===== src/lpdrp_pkg.sv =====
// Constants, command codes and states for the low-power DDR command sequencer
`default_nettype none

package lpdrp_pkg;

   ////////////////////////////////////////////////////////////////////////////////
   // Widths
   localparam int ROW_W  = 14;
   localparam int COL_W  = 10;
   localparam int ADDR_W = 14;
   localparam int BA_W   = 2;
   localparam int BANKS  = 4;
   localparam int CNT_W  = 16;
   localparam int AP_BIT = 10;

   ////////////////////////////////////////////////////////////////////////////////
   // Command codes on {ras_n, cas_n, we_n} with chip select low
   localparam logic [2:0] CMD_NOP = 3'h7;
   localparam logic [2:0] CMD_ACT = 3'h3;
   localparam logic [2:0] CMD_RD  = 3'h5;
   localparam logic [2:0] CMD_WR  = 3'h4;
   localparam logic [2:0] CMD_BST = 3'h6;
   localparam logic [2:0] CMD_PRE = 3'h2;
   localparam logic [2:0] CMD_REF = 3'h1;

   ////////////////////////////////////////////////////////////////////////////////
   // Timing: memory clock is mclk divided by two, one command slot per period
   localparam int MCLK_NS        = 8;
   localparam int CK_DIV         = 2;
   localparam int SLOT_NS        = MCLK_NS * CK_DIV;
   localparam int REF_WINDOW_MS  = 64;
   localparam int REF_ROWS       = 8192;
   localparam int REFI_SLOTS     = (REF_WINDOW_MS * 1000000 / REF_ROWS) / SLOT_NS;
   localparam int DEEP_WAKE_US   = 200;
   localparam int DEEP_WAKE_SLOTS = (DEEP_WAKE_US * 1000 + SLOT_NS - 1) / SLOT_NS;
   localparam int CLK_WAKE_SLOTS = 2;

   ////////////////////////////////////////////////////////////////////////////////
   // Sequencer states
   typedef enum logic [3:0] {
      st_reinit    = 4'h0,
      st_idle      = 4'h1,
      st_sr        = 4'h2,
      st_sr_wake   = 4'h3,
      st_pd        = 4'h4,
      st_deepest_sleep_state = 4'h5,
      st_deep_wake = 4'h6,
      st_cstop     = 4'h7,
      st_cs_wake   = 4'h8
   } lpdrp_state_t;

endpackage

`default_nettype wire


===== src/lpdrp_ctrl.sv =====
// Command sequencer for refresh, power states and clock stop of a low-power DDR memory
`default_nettype none
`timescale 1ns/100ps

module lpdrp_ctrl
   import lpdrp_pkg::*;
#(
   parameter int DEEP_WAKE = lpdrp_pkg::DEEP_WAKE_SLOTS
) (
   input  wire logic                         mclk,
   input  wire logic                         rst,
   input  wire logic                         ce,
   input  wire logic [lpdrp_pkg::CNT_W-1:0]  cfg_trcd,
   input  wire logic [lpdrp_pkg::CNT_W-1:0]  cfg_trp,
   input  wire logic [lpdrp_pkg::CNT_W-1:0]  cfg_trfc,
   input  wire logic [lpdrp_pkg::CNT_W-1:0]  cfg_txsr,
   input  wire logic [lpdrp_pkg::CNT_W-1:0]  cfg_txp,
   input  wire logic [lpdrp_pkg::CNT_W-1:0]  cfg_tcke,
   input  wire logic [lpdrp_pkg::CNT_W-1:0]  cfg_tburst,
   input  wire logic                         req_valid,
   output logic                              req_ready,
   input  wire logic                         req_write,
   input  wire logic                         req_auto_pre,
   input  wire logic [lpdrp_pkg::BA_W-1:0]   req_bank,
   input  wire logic [lpdrp_pkg::ROW_W-1:0]  req_row,
   input  wire logic [lpdrp_pkg::COL_W-1:0]  req_col,
   input  wire logic                         sr_req,
   input  wire logic                         pd_req,
   input  wire logic                         deep_req,
   input  wire logic                         stop_req,
   input  wire logic                         reinit_done,
   output logic                              reinit_req,
   output logic                              in_self_refresh,
   output logic                              in_power_down,
   output logic                              in_deepest_sleep_state,
   output logic                              clock_stopped,
   output logic                              refresh_due,
   output logic                              ck,
   output logic                              ck_n,
   output logic                              cke,
   output logic                              cs_n,
   output logic                              ras_n,
   output logic                              cas_n,
   output logic                              we_n,
   output logic      [lpdrp_pkg::BA_W-1:0]   ba,
   output logic      [lpdrp_pkg::ADDR_W-1:0] addr
);

   import lpdrp_pkg::*;

   ////////////////////////////////////////////////////////////////////////////////
   // Declarations
   lpdrp_state_t     state;
   logic             phase;
   logic             tick;
   logic             ck_run;
   logic [2:0]       cmd;
   logic             issue;
   logic             sr_first;
   logic             w_load;
   logic [CNT_W-1:0] w_val;
   logic [CNT_W-1:0] w_count;
   logic             w_done;
   logic [CNT_W-1:0] r_count;
   logic             r_done;
   logic             r_load;
   logic             ref_pending;
   logic             ref_clr;
   logic             ref_set;
   logic             bank_open [BANKS];
   logic [ROW_W-1:0] bank_row  [BANKS];
   logic             any_open;
   logic             hit;
   logic             urgent;

   assign tick   = ce & phase;
   assign r_load = tick & r_done;
   assign {ras_n, cas_n, we_n} = cmd;
   assign hit    = bank_open[req_bank] && (bank_row[req_bank] == req_row);
   assign urgent = ref_pending | sr_req | deep_req;
   assign req_ready = ce && phase && (state == st_idle) && w_done && !urgent && req_valid && hit;

   assign reinit_req             = (state == st_reinit);
   assign in_self_refresh        = (state == st_sr) || (state == st_sr_wake);
   assign in_power_down          = (state == st_pd);
   assign in_deepest_sleep_state = (state == st_deepest_sleep_state) || (state == st_deep_wake);
   assign clock_stopped          = ~ck_run;
   assign refresh_due            = ref_pending;

   always_comb begin
      any_open = 1'b0;
      for (int i = 0; i < BANKS; i++) begin
         any_open = any_open | bank_open[i];
      end
   end

   ////////////////////////////////////////////////////////////////////////////////
   // Clock divider driving the memory clock pair
   always_ff @(posedge mclk or posedge rst) begin
      if (rst) begin
         phase <= 1'b0;
         ck    <= 1'b0;
         ck_n  <= 1'b1;
      end else if (ce) begin
         phase <= ~phase;
         ck    <= ck_run & ~phase;
         ck_n  <= ~(ck_run & ~phase);
      end
   end

   ////////////////////////////////////////////////////////////////////////////////
   // Timers
   lpdrp_timer u_wait (
      .mclk     (mclk),
      .rst      (rst),
      .ce       (ce),
      .tick     (tick),
      .load     (w_load),
      .load_val (w_val),
      .count    (w_count),
      .done     (w_done)
   );

   lpdrp_timer u_refi (
      .mclk     (mclk),
      .rst      (rst),
      .ce       (ce),
      .tick     (tick),
      .load     (r_load),
      .load_val (CNT_W'(REFI_SLOTS)),
      .count    (r_count),
      .done     (r_done)
   );

   ////////////////////////////////////////////////////////////////////////////////
   // Refresh owed; a new set wins over a clear
   always_ff @(posedge mclk or posedge rst) begin
      if (rst) begin
         ref_pending <= 1'b0;
      end else if (ce) begin
         if (r_load || ref_set) begin
            ref_pending <= 1'b1;
         end else if (ref_clr) begin
            ref_pending <= 1'b0;
         end
      end
   end

   ////////////////////////////////////////////////////////////////////////////////
   // Open row table per bank, tracked from issued commands
   for (genvar b = 0; b < BANKS; b++) begin : g_bank
      always_ff @(posedge mclk or posedge rst) begin
         if (rst) begin
            bank_open[b] <= 1'b0;
            bank_row[b]  <= '0;
         end else if (ce && issue && (cmd == CMD_ACT) && (ba == BA_W'(b))) begin
            bank_open[b] <= 1'b1;
            bank_row[b]  <= addr[ROW_W-1:0];
         end else if (ce && issue && (cmd == CMD_PRE) && (addr[AP_BIT] || (ba == BA_W'(b)))) begin
            bank_open[b] <= 1'b0;
         end else if (ce && issue && ((cmd == CMD_RD) || (cmd == CMD_WR)) && addr[AP_BIT]
                      && (ba == BA_W'(b))) begin
            bank_open[b] <= 1'b0;
         end
      end
   end

   ////////////////////////////////////////////////////////////////////////////////
   // Sequencer; commands change only on slot edges while the clock is low
   always_ff @(posedge mclk or posedge rst) begin
      if (rst) begin
         state    <= st_reinit;
         cke      <= 1'b0;
         cs_n     <= 1'b1;
         cmd      <= CMD_NOP;
         ba       <= '0;
         addr     <= '0;
         ck_run   <= 1'b1;
         issue    <= 1'b0;
         sr_first <= 1'b0;
         w_load   <= 1'b0;
         w_val    <= '0;
         ref_clr  <= 1'b0;
         ref_set  <= 1'b0;
      end else if (ce) begin
         issue   <= 1'b0;
         w_load  <= 1'b0;
         ref_clr <= 1'b0;
         ref_set <= 1'b0;
         if (phase) begin
            cmd <= CMD_NOP;
            unique case (state)
               st_reinit: begin
                  cke  <= 1'b1;
                  cs_n <= 1'b0;
                  if (reinit_done) begin
                     state <= st_idle;
                  end
               end
               st_idle: begin
                  if (w_done && urgent) begin
                     if (any_open) begin
                        cmd          <= CMD_PRE;
                        addr[AP_BIT] <= 1'b1;
                        issue        <= 1'b1;
                        w_load       <= 1'b1;
                        w_val        <= cfg_trp;
                     end else if (ref_pending) begin
                        cmd     <= CMD_REF;
                        issue   <= 1'b1;
                        ref_clr <= 1'b1;
                        w_load  <= 1'b1;
                        w_val   <= cfg_trfc;
                     end else if (deep_req) begin
                        cmd    <= CMD_BST;
                        cke    <= 1'b0;
                        issue  <= 1'b1;
                        w_load <= 1'b1;
                        w_val  <= CNT_W'(1);
                        state  <= st_deepest_sleep_state;
                     end else begin
                        cmd      <= CMD_REF;
                        cke      <= 1'b0;
                        issue    <= 1'b1;
                        sr_first <= 1'b1;
                        w_load   <= 1'b1;
                        w_val    <= cfg_trfc;
                        state    <= st_sr;
                     end
                  end else if (w_done && req_valid) begin
                     ba     <= req_bank;
                     issue  <= 1'b1;
                     w_load <= 1'b1;
                     if (hit) begin
                        cmd          <= req_write ? CMD_WR : CMD_RD;
                        addr         <= ADDR_W'(req_col);
                        addr[AP_BIT] <= req_auto_pre;
                        w_val        <= req_auto_pre ? CNT_W'(cfg_tburst + cfg_trp) : cfg_tburst;
                     end else if (bank_open[req_bank]) begin
                        cmd          <= CMD_PRE;
                        addr[AP_BIT] <= 1'b0;
                        w_val        <= cfg_trp;
                     end else begin
                        cmd   <= CMD_ACT;
                        addr  <= ADDR_W'(req_row);
                        w_val <= cfg_trcd;
                     end
                  end else if (w_done && pd_req) begin
                     cke    <= 1'b0;
                     w_load <= 1'b1;
                     w_val  <= cfg_tcke;
                     state  <= st_pd;
                  end else if (w_done && stop_req) begin
                     ck_run <= 1'b0;
                     state  <= st_cstop;
                  end
               end
               st_sr: begin
                  if (sr_first) begin
                     sr_first <= 1'b0;
                  end else if (!sr_req && w_done) begin
                     ck_run <= 1'b1;
                     w_load <= 1'b1;
                     w_val  <= CNT_W'(CLK_WAKE_SLOTS);
                     state  <= st_sr_wake;
                  end else begin
                     ck_run <= 1'b0;
                  end
               end
               st_sr_wake: begin
                  if (w_done) begin
                     cke     <= 1'b1;
                     w_load  <= 1'b1;
                     w_val   <= cfg_txsr;
                     ref_set <= 1'b1;
                     state   <= st_idle;
                  end
               end
               st_pd: begin
                  if ((!pd_req || ref_pending) && w_done) begin
                     cke    <= 1'b1;
                     w_load <= 1'b1;
                     w_val  <= cfg_txp;
                     state  <= st_idle;
                  end
               end
               st_deepest_sleep_state: begin
                  if (!deep_req && w_done) begin
                     cke    <= 1'b1;
                     w_load <= 1'b1;
                     w_val  <= CNT_W'(DEEP_WAKE);
                     state  <= st_deep_wake;
                  end
               end
               st_deep_wake: begin
                  if (w_done) begin
                     state <= st_reinit;
                  end
               end
               st_cstop: begin
                  if (!stop_req || req_valid || urgent || pd_req) begin
                     ck_run <= 1'b1;
                     state  <= st_cs_wake;
                  end
               end
               st_cs_wake: begin
                  state <= st_idle;
               end
               default: begin
                  state <= st_reinit;
               end
            endcase
         end
      end
   end

   ////////////////////////////////////////////////////////////////////////////////
   // Assertions
   property p_ap_bit;
      @(posedge mclk) disable iff (rst)
      req_ready |=> ((cmd == CMD_RD) || (cmd == CMD_WR)) && (addr[AP_BIT] == $past(req_auto_pre));
   endproperty
   a_ap_bit: assert property (p_ap_bit) else $error("column command lost auto precharge choice");

   property p_ap_wait;
      @(posedge mclk) disable iff (rst)
      (issue && ((cmd == CMD_RD) || (cmd == CMD_WR)) && addr[AP_BIT])
         |=> (w_count == CNT_W'(cfg_tburst + cfg_trp));
   endproperty
   a_ap_wait: assert property (p_ap_wait) else $error("auto precharge wait not loaded");

   property p_cmd_gated;
      @(posedge mclk) disable iff (rst)
      (issue && (cmd != CMD_NOP)) |-> $past(w_done);
   endproperty
   a_cmd_gated: assert property (p_cmd_gated) else $error("command issued before wait expired");

   property p_refi;
      @(posedge mclk) disable iff (rst)
      r_load |=> ref_pending && (r_count == CNT_W'(REFI_SLOTS));
   endproperty
   a_refi: assert property (p_refi) else $error("refresh interval not restarted");

   property p_sr_clock;
      @(posedge mclk) disable iff (rst)
      (issue && (cmd == CMD_REF) && !cke) |-> ck_run [*4] ##1 (!ck_run || (state == st_sr_wake));
   endproperty
   a_sr_clock: assert property (p_sr_clock) else $error("clock stopped too early in self refresh");

   property p_sr_min;
      @(posedge mclk) disable iff (rst)
      ((state == st_sr) ##1 (state == st_sr_wake)) |-> $past(w_done) && !cke && ck_run;
   endproperty
   a_sr_min: assert property (p_sr_min) else $error("self refresh left too early");

   property p_sr_exit;
      @(posedge mclk) disable iff (rst)
      ($rose(cke) && ($past(state) == st_sr_wake)) |=> (w_count == cfg_txsr) && ref_pending;
   endproperty
   a_sr_exit: assert property (p_sr_exit) else $error("self refresh exit wait or extra refresh missing");

   property p_pd_exit;
      @(posedge mclk) disable iff (rst)
      ($rose(cke) && ($past(state) == st_pd)) |-> (cmd == CMD_NOP) ##1 (w_count == cfg_txp);
   endproperty
   a_pd_exit: assert property (p_pd_exit) else $error("power-down exit not a no-op with exit wait");

   property p_deep_entry;
      @(posedge mclk) disable iff (rst)
      (issue && (cmd == CMD_BST) && !cke) |-> !any_open ##1 (state == st_deepest_sleep_state);
   endproperty
   a_deep_entry: assert property (p_deep_entry) else $error("deep sleep entered with open bank");

   property p_deep_low;
      @(posedge mclk) disable iff (rst)
      (state == st_deepest_sleep_state) |-> !cke;
   endproperty
   a_deep_low: assert property (p_deep_low) else $error("enable rose during deep sleep");

   property p_deep_wake;
      @(posedge mclk) disable iff (rst)
      ($rose(cke) && ($past(state) == st_deepest_sleep_state)) |=> (w_count == CNT_W'(DEEP_WAKE));
   endproperty
   a_deep_wake: assert property (p_deep_wake) else $error("deep sleep exit wait not loaded");

   property p_clk_stop;
      @(posedge mclk) disable iff (rst)
      $fell(ck_run) |-> (cke && (state == st_cstop)) || (state == st_sr);
   endproperty
   a_clk_stop: assert property (p_clk_stop) else $error("clock stopped with enable low");

   property p_restart_nop;
      @(posedge mclk) disable iff (rst)
      ($rose(ck_run) && (state == st_cs_wake) && ce) |-> (cmd == CMD_NOP) [*4];
   endproperty
   a_restart_nop: assert property (p_restart_nop) else $error("access right after clock restart");

endmodule

`default_nettype wire


===== src/lpdrp_timer.sv =====
// Countdown timer in command slots
`default_nettype none
`timescale 1ns/100ps

module lpdrp_timer
   import lpdrp_pkg::*;
(
   input  wire logic                        mclk,
   input  wire logic                        rst,
   input  wire logic                        ce,
   input  wire logic                        tick,
   input  wire logic                        load,
   input  wire logic [lpdrp_pkg::CNT_W-1:0] load_val,
   output logic      [lpdrp_pkg::CNT_W-1:0] count,
   output logic                             done
);

   import lpdrp_pkg::*;

   ////////////////////////////////////////////////////////////////////////////////
   // Load wins over the decrement
   always_ff @(posedge mclk or posedge rst) begin
      if (rst) begin
         count <= '0;
      end else if (ce) begin
         if (load) begin
            count <= load_val;
         end else if (tick && (count != '0)) begin
            count <= count - 1'b1;
         end
      end
   end

   assign done = (count == '0);

endmodule

`default_nettype wire


===== config.mk =====
export PLATFORM = sky130hd
export DESIGN_NAME = lpdrp_ctrl
export DESIGN_NICKNAME = d
export VERILOG_FILES = /design/src/lpdrp_pkg.sv /design/src/lpdrp_ctrl.sv /design/src/lpdrp_timer.sv
export SDC_FILE = /design/constraint.sdc
export NUM_CORES = 1
export LEC_CHECK = 0
export BUFFER_PORTS_ARGS = -buffer_cell sky130_fd_sc_hd__buf_4
export CAP_MARGIN = 30
export CORE_MARGIN = 2
export CORE_UTILIZATION = 30
export DETAILED_ROUTE_END_ITERATION = 7
export GPL_TIMING_DRIVEN = 0
export PLACE_DENSITY = 0.47
export SLEW_MARGIN = 20
export SYNTH_ARGS = -nofsm -noshare
export SYNTH_HDL_FRONTEND = slang
export SYNTH_HIERARCHICAL = 1
export SYNTH_SLANG_ARGS = --single-unit
export TNS_END_PERCENT = 5

===== constraint.sdc =====
create_clock -name mclk -period 4.7 [get_ports mclk]
set_input_delay 0.235 -clock mclk [delete_from_list [all_inputs] [get_ports mclk]]
set_output_delay 0.235 -clock mclk [all_outputs]
set_load 0.1 [all_outputs]

## Word-level counts from Yosys, hierarchy flattened

Index checks and enable logic that the tools add are counted.
Widths: inputs -> output; s select.

- Register bits after elaboration: 143
- Input port bits: 149
- Output and inout port bits: 30
- Logic and storage cells: 279

- Add/subtract/negate cells: 3
- $lt $le $gt $ge: 1
- Equality and inequality tests: 40
- Muxes and demuxes: 113
- Bitwise logic cells: 13
- Reduce and logical (&&, ||, !) cells: 81

Operators by type and width:

| kind | count |
|---|---|
| $mux 16 | 18 |
| $pmux 16 s5 | 1 |
| $mux 1 | 59 |
| $mux 4 | 14 |
| $mux 14 | 3 |
| $pmux 4 s9 | 1 |
| $logic_and 1x1->1 | 33 |
| $logic_not 16->1 | 2 |
| $reduce_bool 16->1 | 2 |
| $sub 16x1->16 const B | 2 |
| $bmux 14 s2 | 1 |
| $mux 3 | 9 |
| $ne 2x2->1 const B | 13 |
| $reduce_and 9->1 | 2 |
| $add 16x16->16 | 1 |
| $eq 4x3->1 const B | 4 |
| $reduce_bool 3->1 | 5 |
| $eq 14x14->1 | 1 |
| $reduce_and 14->1 | 1 |
| $logic_or 1x1->1 | 12 |
| $mux 11 | 1 |
| $mux 10 | 1 |
| $ne 2x1->1 const B | 5 |
| $pmux 1 s5 | 2 |
| other kinds (29) | 58 |

## Depth between registers and ports, before layout

- Word-level depth: 10
- Depth in mapped cells: 15
- Depth with buffers taken out: 13

## By module

The synthesis kept the hierarchy.

Modules (own cells, without submodules):

| module | instances | cells an instance | area each (um^2) | seq. area each (um^2) |
|---|---|---|---|---|
| lpdrp_ctrl | 1 | 773 | 7196.9 | 2785.2 |
| lpdrp_timer | 2 | 150 | 1277.5 | 400.4 |

## Worst setup path after synthesis

No wires, ideal clock.

- Path kind: reg2reg
- Start point: register state[0]
- End point: register cs_n
- Setup time: 221 ps
- Data arrival time: 4058 ps
- Data required time: 4479 ps
- Setup slack: 421 ps
- Stages on the path, launching flop included: 5
- Buffers on the path: 2
- Period minus slack after synthesis: 4279 ps
- Path through: dfrtp_1 -> clkbuf_1 -> clkbuf_1 -> nor4_1 -> a21boi_0

- Word-level cells in the longest chain between the ends: 2

RTL lines:

| element | RTL line | source |
|---|---|---|
| start, declared | lpdrp_ctrl.sv:53 | `lpdrp_state_t state;` |
| start signal, assigned | lpdrp_ctrl.sv:172 | `state <= st_reinit;` |
| start signal, assigned | lpdrp_ctrl.sv:197 | `state <= st_idle;` |
| start signal, assigned | lpdrp_ctrl.sv:220 | `state <= st_deepest_sleep_state;` |
| $logic_not 4->1 | - |  |
| via reinit_req | lpdrp_ctrl.sv:32 | `output logic reinit_req,` |
| $reduce_and 3->1 (no line) | - |  |
| end signal, assigned | lpdrp_ctrl.sv:174 | `cs_n <= 1'b1;` |
| end signal, assigned | lpdrp_ctrl.sv:195 | `cs_n <= 1'b0;` |
| end, declared | lpdrp_ctrl.sv:41 | `output logic cs_n,` |

The timed path passes the listed nets, and every way through them passes these cells.
A chain may end at the register's enable or synchronous reset.

## Final worst setup path

- Start point: register u_wait/count[6] (netlist bit)
- End point: output port req_ready

- Word-level cells in the longest chain between the ends: 5

RTL lines:

| element | RTL line | source |
|---|---|---|
| start, declared | lpdrp_timer.sv:14 | `output logic [lpdrp_pkg::CNT_W-1:0] count,` |
| start signal, assigned | lpdrp_timer.sv:27 | `count <= load_val;` |
| start signal, assigned | lpdrp_timer.sv:29 | `count <= count - 1'b1;` |
| $logic_not 16->1 | lpdrp_timer.sv:34 | `assign done = (count == '0);` |
| via w_done | lpdrp_ctrl.sv:63 | `logic w_done;` |
| $logic_and 1x1->1 (4 in a row) | lpdrp_ctrl.sv:81 | `assign req_ready = ce && phase && (state == st_idle) && w_done && !urgent && req_valid && hit;` |
| end, declared | lpdrp_ctrl.sv:21 | `output logic req_ready,` |

The timed path passes the listed nets, and every way through them passes these cells.

==> impl_metrics.csv <==
group,metric,value,unit
grt,gr-total-overflow,0,
floorplanning,rows,66,
clock_network,cts_root_buffer,"clkbuf_16",
drt,routed-wl-met2,16.59,mm
setup_path,cp_max_fo,10,
setup_path,path_class,"reg2out",
setup_path,r2r-end,"w_val[8]",
setup_path,cp.required,4470,ps
drt,wl_per_cell,20.31,µm
final_layout,final.fill_count,3334,
sta,slew_headroom,0.4472,
placement,post-dp-hpwl,27.11,mm
logic_synthesis,yosysSeqAreaShare,0.3677,
sta,finalCriticalPeriod,4223,ps
clock_network,cts_tree,"yes",
sta,post-route-period-util,0.8985,
setup_path,cp-end-kind,"output port",
drt,route.met3.wl,1.473,mm
floorplanning,die_w,184.3,µm
floorplanning,coreArea,32290,µm²
final_layout,final_common_cell,"buf_4",
sta,tightestPinTransition,823.6,ps
sta,finalSetupViolations,0,
logic_synthesis,yosys-top-cells-area,"dfrtp_1 35%, mux2_2 7.3%, nand2_1 4.5%",
setup_path,worstReg2RegStart,"u_wait/count[6]",
clock_network,clk_pin_slew_worst_paths,70,ps
drt,drtAntennaViolNets,0,
clock_network,clock_path_buffers,2,
floorplanning,die_h,184.3,µm
logic_synthesis,yosysTopAreaCell,"dfrtp_1",
grt,grt_pass1_vias,9030,
logic_synthesis,synthFlopType,"dfrtp_1",
final_layout,final_nets,1454,
logic_synthesis,syn_avg_cell_area,9.088,µm²
clock_network,worstSkewPairLatency,430,ps
setup_path,crit_end,"req_ready",
floorplanning,start_util,0.3020,
logic_synthesis,syn_area,9752,µm²
setup_path,cp.arrival,3990,ps
floorplanning,io_pins,179,
pwr,p_per_area,422.7,nW/µm²
final_layout,diodes,0,
sta,rsz0062_at_grt,"false",
drt,drc_errors,0,
drt,firstDrtPassIters,5,
final_layout,final_cell_mix,"178 x buf_4, 137 x dfrtp_1, 118 x nand2_1, 83 x a21oi_1, 75 x nor2_1",
logic_synthesis,ys_ff_latch,143,
logic_synthesis,yosysTopAreaCellShare,0.3516,
logic_synthesis,synthCells,1073,
pwr,leakage,0.005315,µW
floorplanning,die_area,33960,µm²
sta,finalClockSkew,9.892,ps
clock_network,cts.sinks,143,
drt,first_iter_violations,660,
grt,antenna_found_initial,0,
drt,drt_wl_total,35.37,mm
grt,grt_max_degree,65,
hold_path,worstHoldPathType,"in2reg",
setup_path,start_kind,"flop",
sta,finalSetupTns,0,ps
setup_path,worstSetupStartpoint,"u_wait/count[6]",
drt,post_drt_via_cell_ratio,5.261,
placement,port-buffer-count,176,
flow_run,maxCapViolations,0,
logic_synthesis,synth-edff-count,0,
setup_path,reg2regPathDepth,10,
clock_network,cts_buffers,17,
drt,wl_met1,16.62,mm
sta,hold_slack,42.91,ps
final_layout,syn_to_final_growth,26.12,%
pwr,ir_drop,0.2454,mV
sta,fmax,236.8,MHz
status,status,"finished clean",
clock_network,htree_levels,4,
logic_synthesis,synth_cell_types,86,
setup_path,reg2reg_setup_slack,670,ps
sta,finalHoldViolations,0,
logic_synthesis,postSynth.asyncResetShare,1.000,
drt,vias,9164,
grt,grt_usage,0.2109,
grt,grt_pass1_wl,54.23,mm
sta,slew_violations,0,
placement,place_congestion,0.8774,
drt,highest_layer,"met4",
final_layout,drive_above_1_share,0.2692,
logic_synthesis,ys_warn_count,6,
[synthesized netlist by cell type, types with 8 or more instances]
| cell | count |
|---|---|
| clkbuf_1 | 47 |
| xor2_1 | 8 |
| mux2_2 | 63 |
| nand4_1 | 20 |
| nor2_1 | 76 |
| xnor2_1 | 18 |
| o21a_1 | 8 |
| a221oi_1 | 15 |
| nor2b_1 | 14 |
| nand3b_1 | 14 |
| o21ai_0 | 57 |
| mux2i_1 | 21 |
| nor3_1 | 32 |
| o22ai_1 | 14 |
| nor3b_1 | 8 |
| inv_1 | 35 |
| a21oi_1 | 83 |
| mux4_2 | 14 |
| ha_1 | 17 |
| nand2b_1 | 12 |
| nand3_1 | 36 |
| nand2_1 | 118 |
| dfrtp_1 | 137 |
[worst min-delay path by stage]
stage | from | endpoint | slack (ps) | cells past startpoint
6_report | req_row[12] | addr[12] | 40 | 2
5_1_grt | req_row[12] | addr[12] | 40 | 2
4_1_cts | req_row[12] | addr[12] | 30 | 2
3_5_place_dp | rst | w_val[8] | 390 | 2
3_3_place_gp | rst | u_wait/count[9] | 410 | 2
2_1_floorplan | rst | u_refi/count[0] | 150 | 1
[state kept, by name (all words and copies together) (netlist names), 2 cells and up]
register      cells
addr             14
ba                2
bank_open         4
bank_row         56
cmd               3
state             4
u_refi/count     16
u_wait/count     16
w_val            16
[area by class of cell]
class	count	area (µm²)	area share
Clock buffer	20	456.7	0.03713
Sequential cell	143	3586	0.2916
Tap cell	442	553.0	0.04496
Multi-Input combinational cell	842	5757	0.4681
Clock inverter	12	101.3	0.008240
Inverter	36	140.1	0.01139
Timing Repair Buffer	181	1376	0.1119
Buffer	66	329.1	0.02675
[worst max-delay path, cell delays in order (launching register included)]
cell,delay [ps]
dfrtp_1,430
nor4_4,550
and3_2,320
nand2_1,120
inv_1,160
clkbuf_1,320
nand2_1,260
nor2_2,360
nand3_1,480
nor2_1,240
buf_4,310
[timing repair]
action | 4_1_cts | 5_1_grt
gates resized for setup | 0 | 1
setup endpoints to repair | 0 | 1
buffers inserted | 0 | 0
endpoints found under the hold margin | 93 | 0
hold buffers | 1 | 0
[stage by stage]
stage               instances  setup slack [ps]  total power, µW  utilization  area (µm²)
floorplan                1087             420.5             3163            -        9804
global placement         1705            -240.5             3876       0.3617       11680
detailed placement       1706             574.3             3890       0.3627       11710
CTS                      1739             227.4             5217       0.3803       12280
global route             1742             118.9             5539       0.3809       12300
finish                   1742             477.0             5199       0.3809       12300
[report_power, final]
group / switching (µW) / total [µW] / internal [µW] / leakage [µW]
clock: 596 / 1310 / 717 / 0.000270
combinational: 1410 / 2220 / 807 / 0.00314
sequential: 247 / 1670 / 1420 / 0.00190
total: 2250 / 5200 / 2950 / 0.00532
[kinds of logic after synthesis]
kind of cell    count (synthesis)  synth area share
mux                            98            0.1266
buf+inv                       102           0.04760
compound gates                283            0.1905
fa+ha+maj                      19           0.02489
simple gates                  400            0.2185
flops                         143            0.3677
xor+xnor                       26           0.02335
other cells                     2         0.0007701
[routing by layer]
layer  global-route usage  vias up
met5                    0        -
met2               0.3419      242
met4              0.05952        0
li1                     -     4405
met1               0.2909     4488
met3              0.03339       29
(Power assumes the default switching activity.)
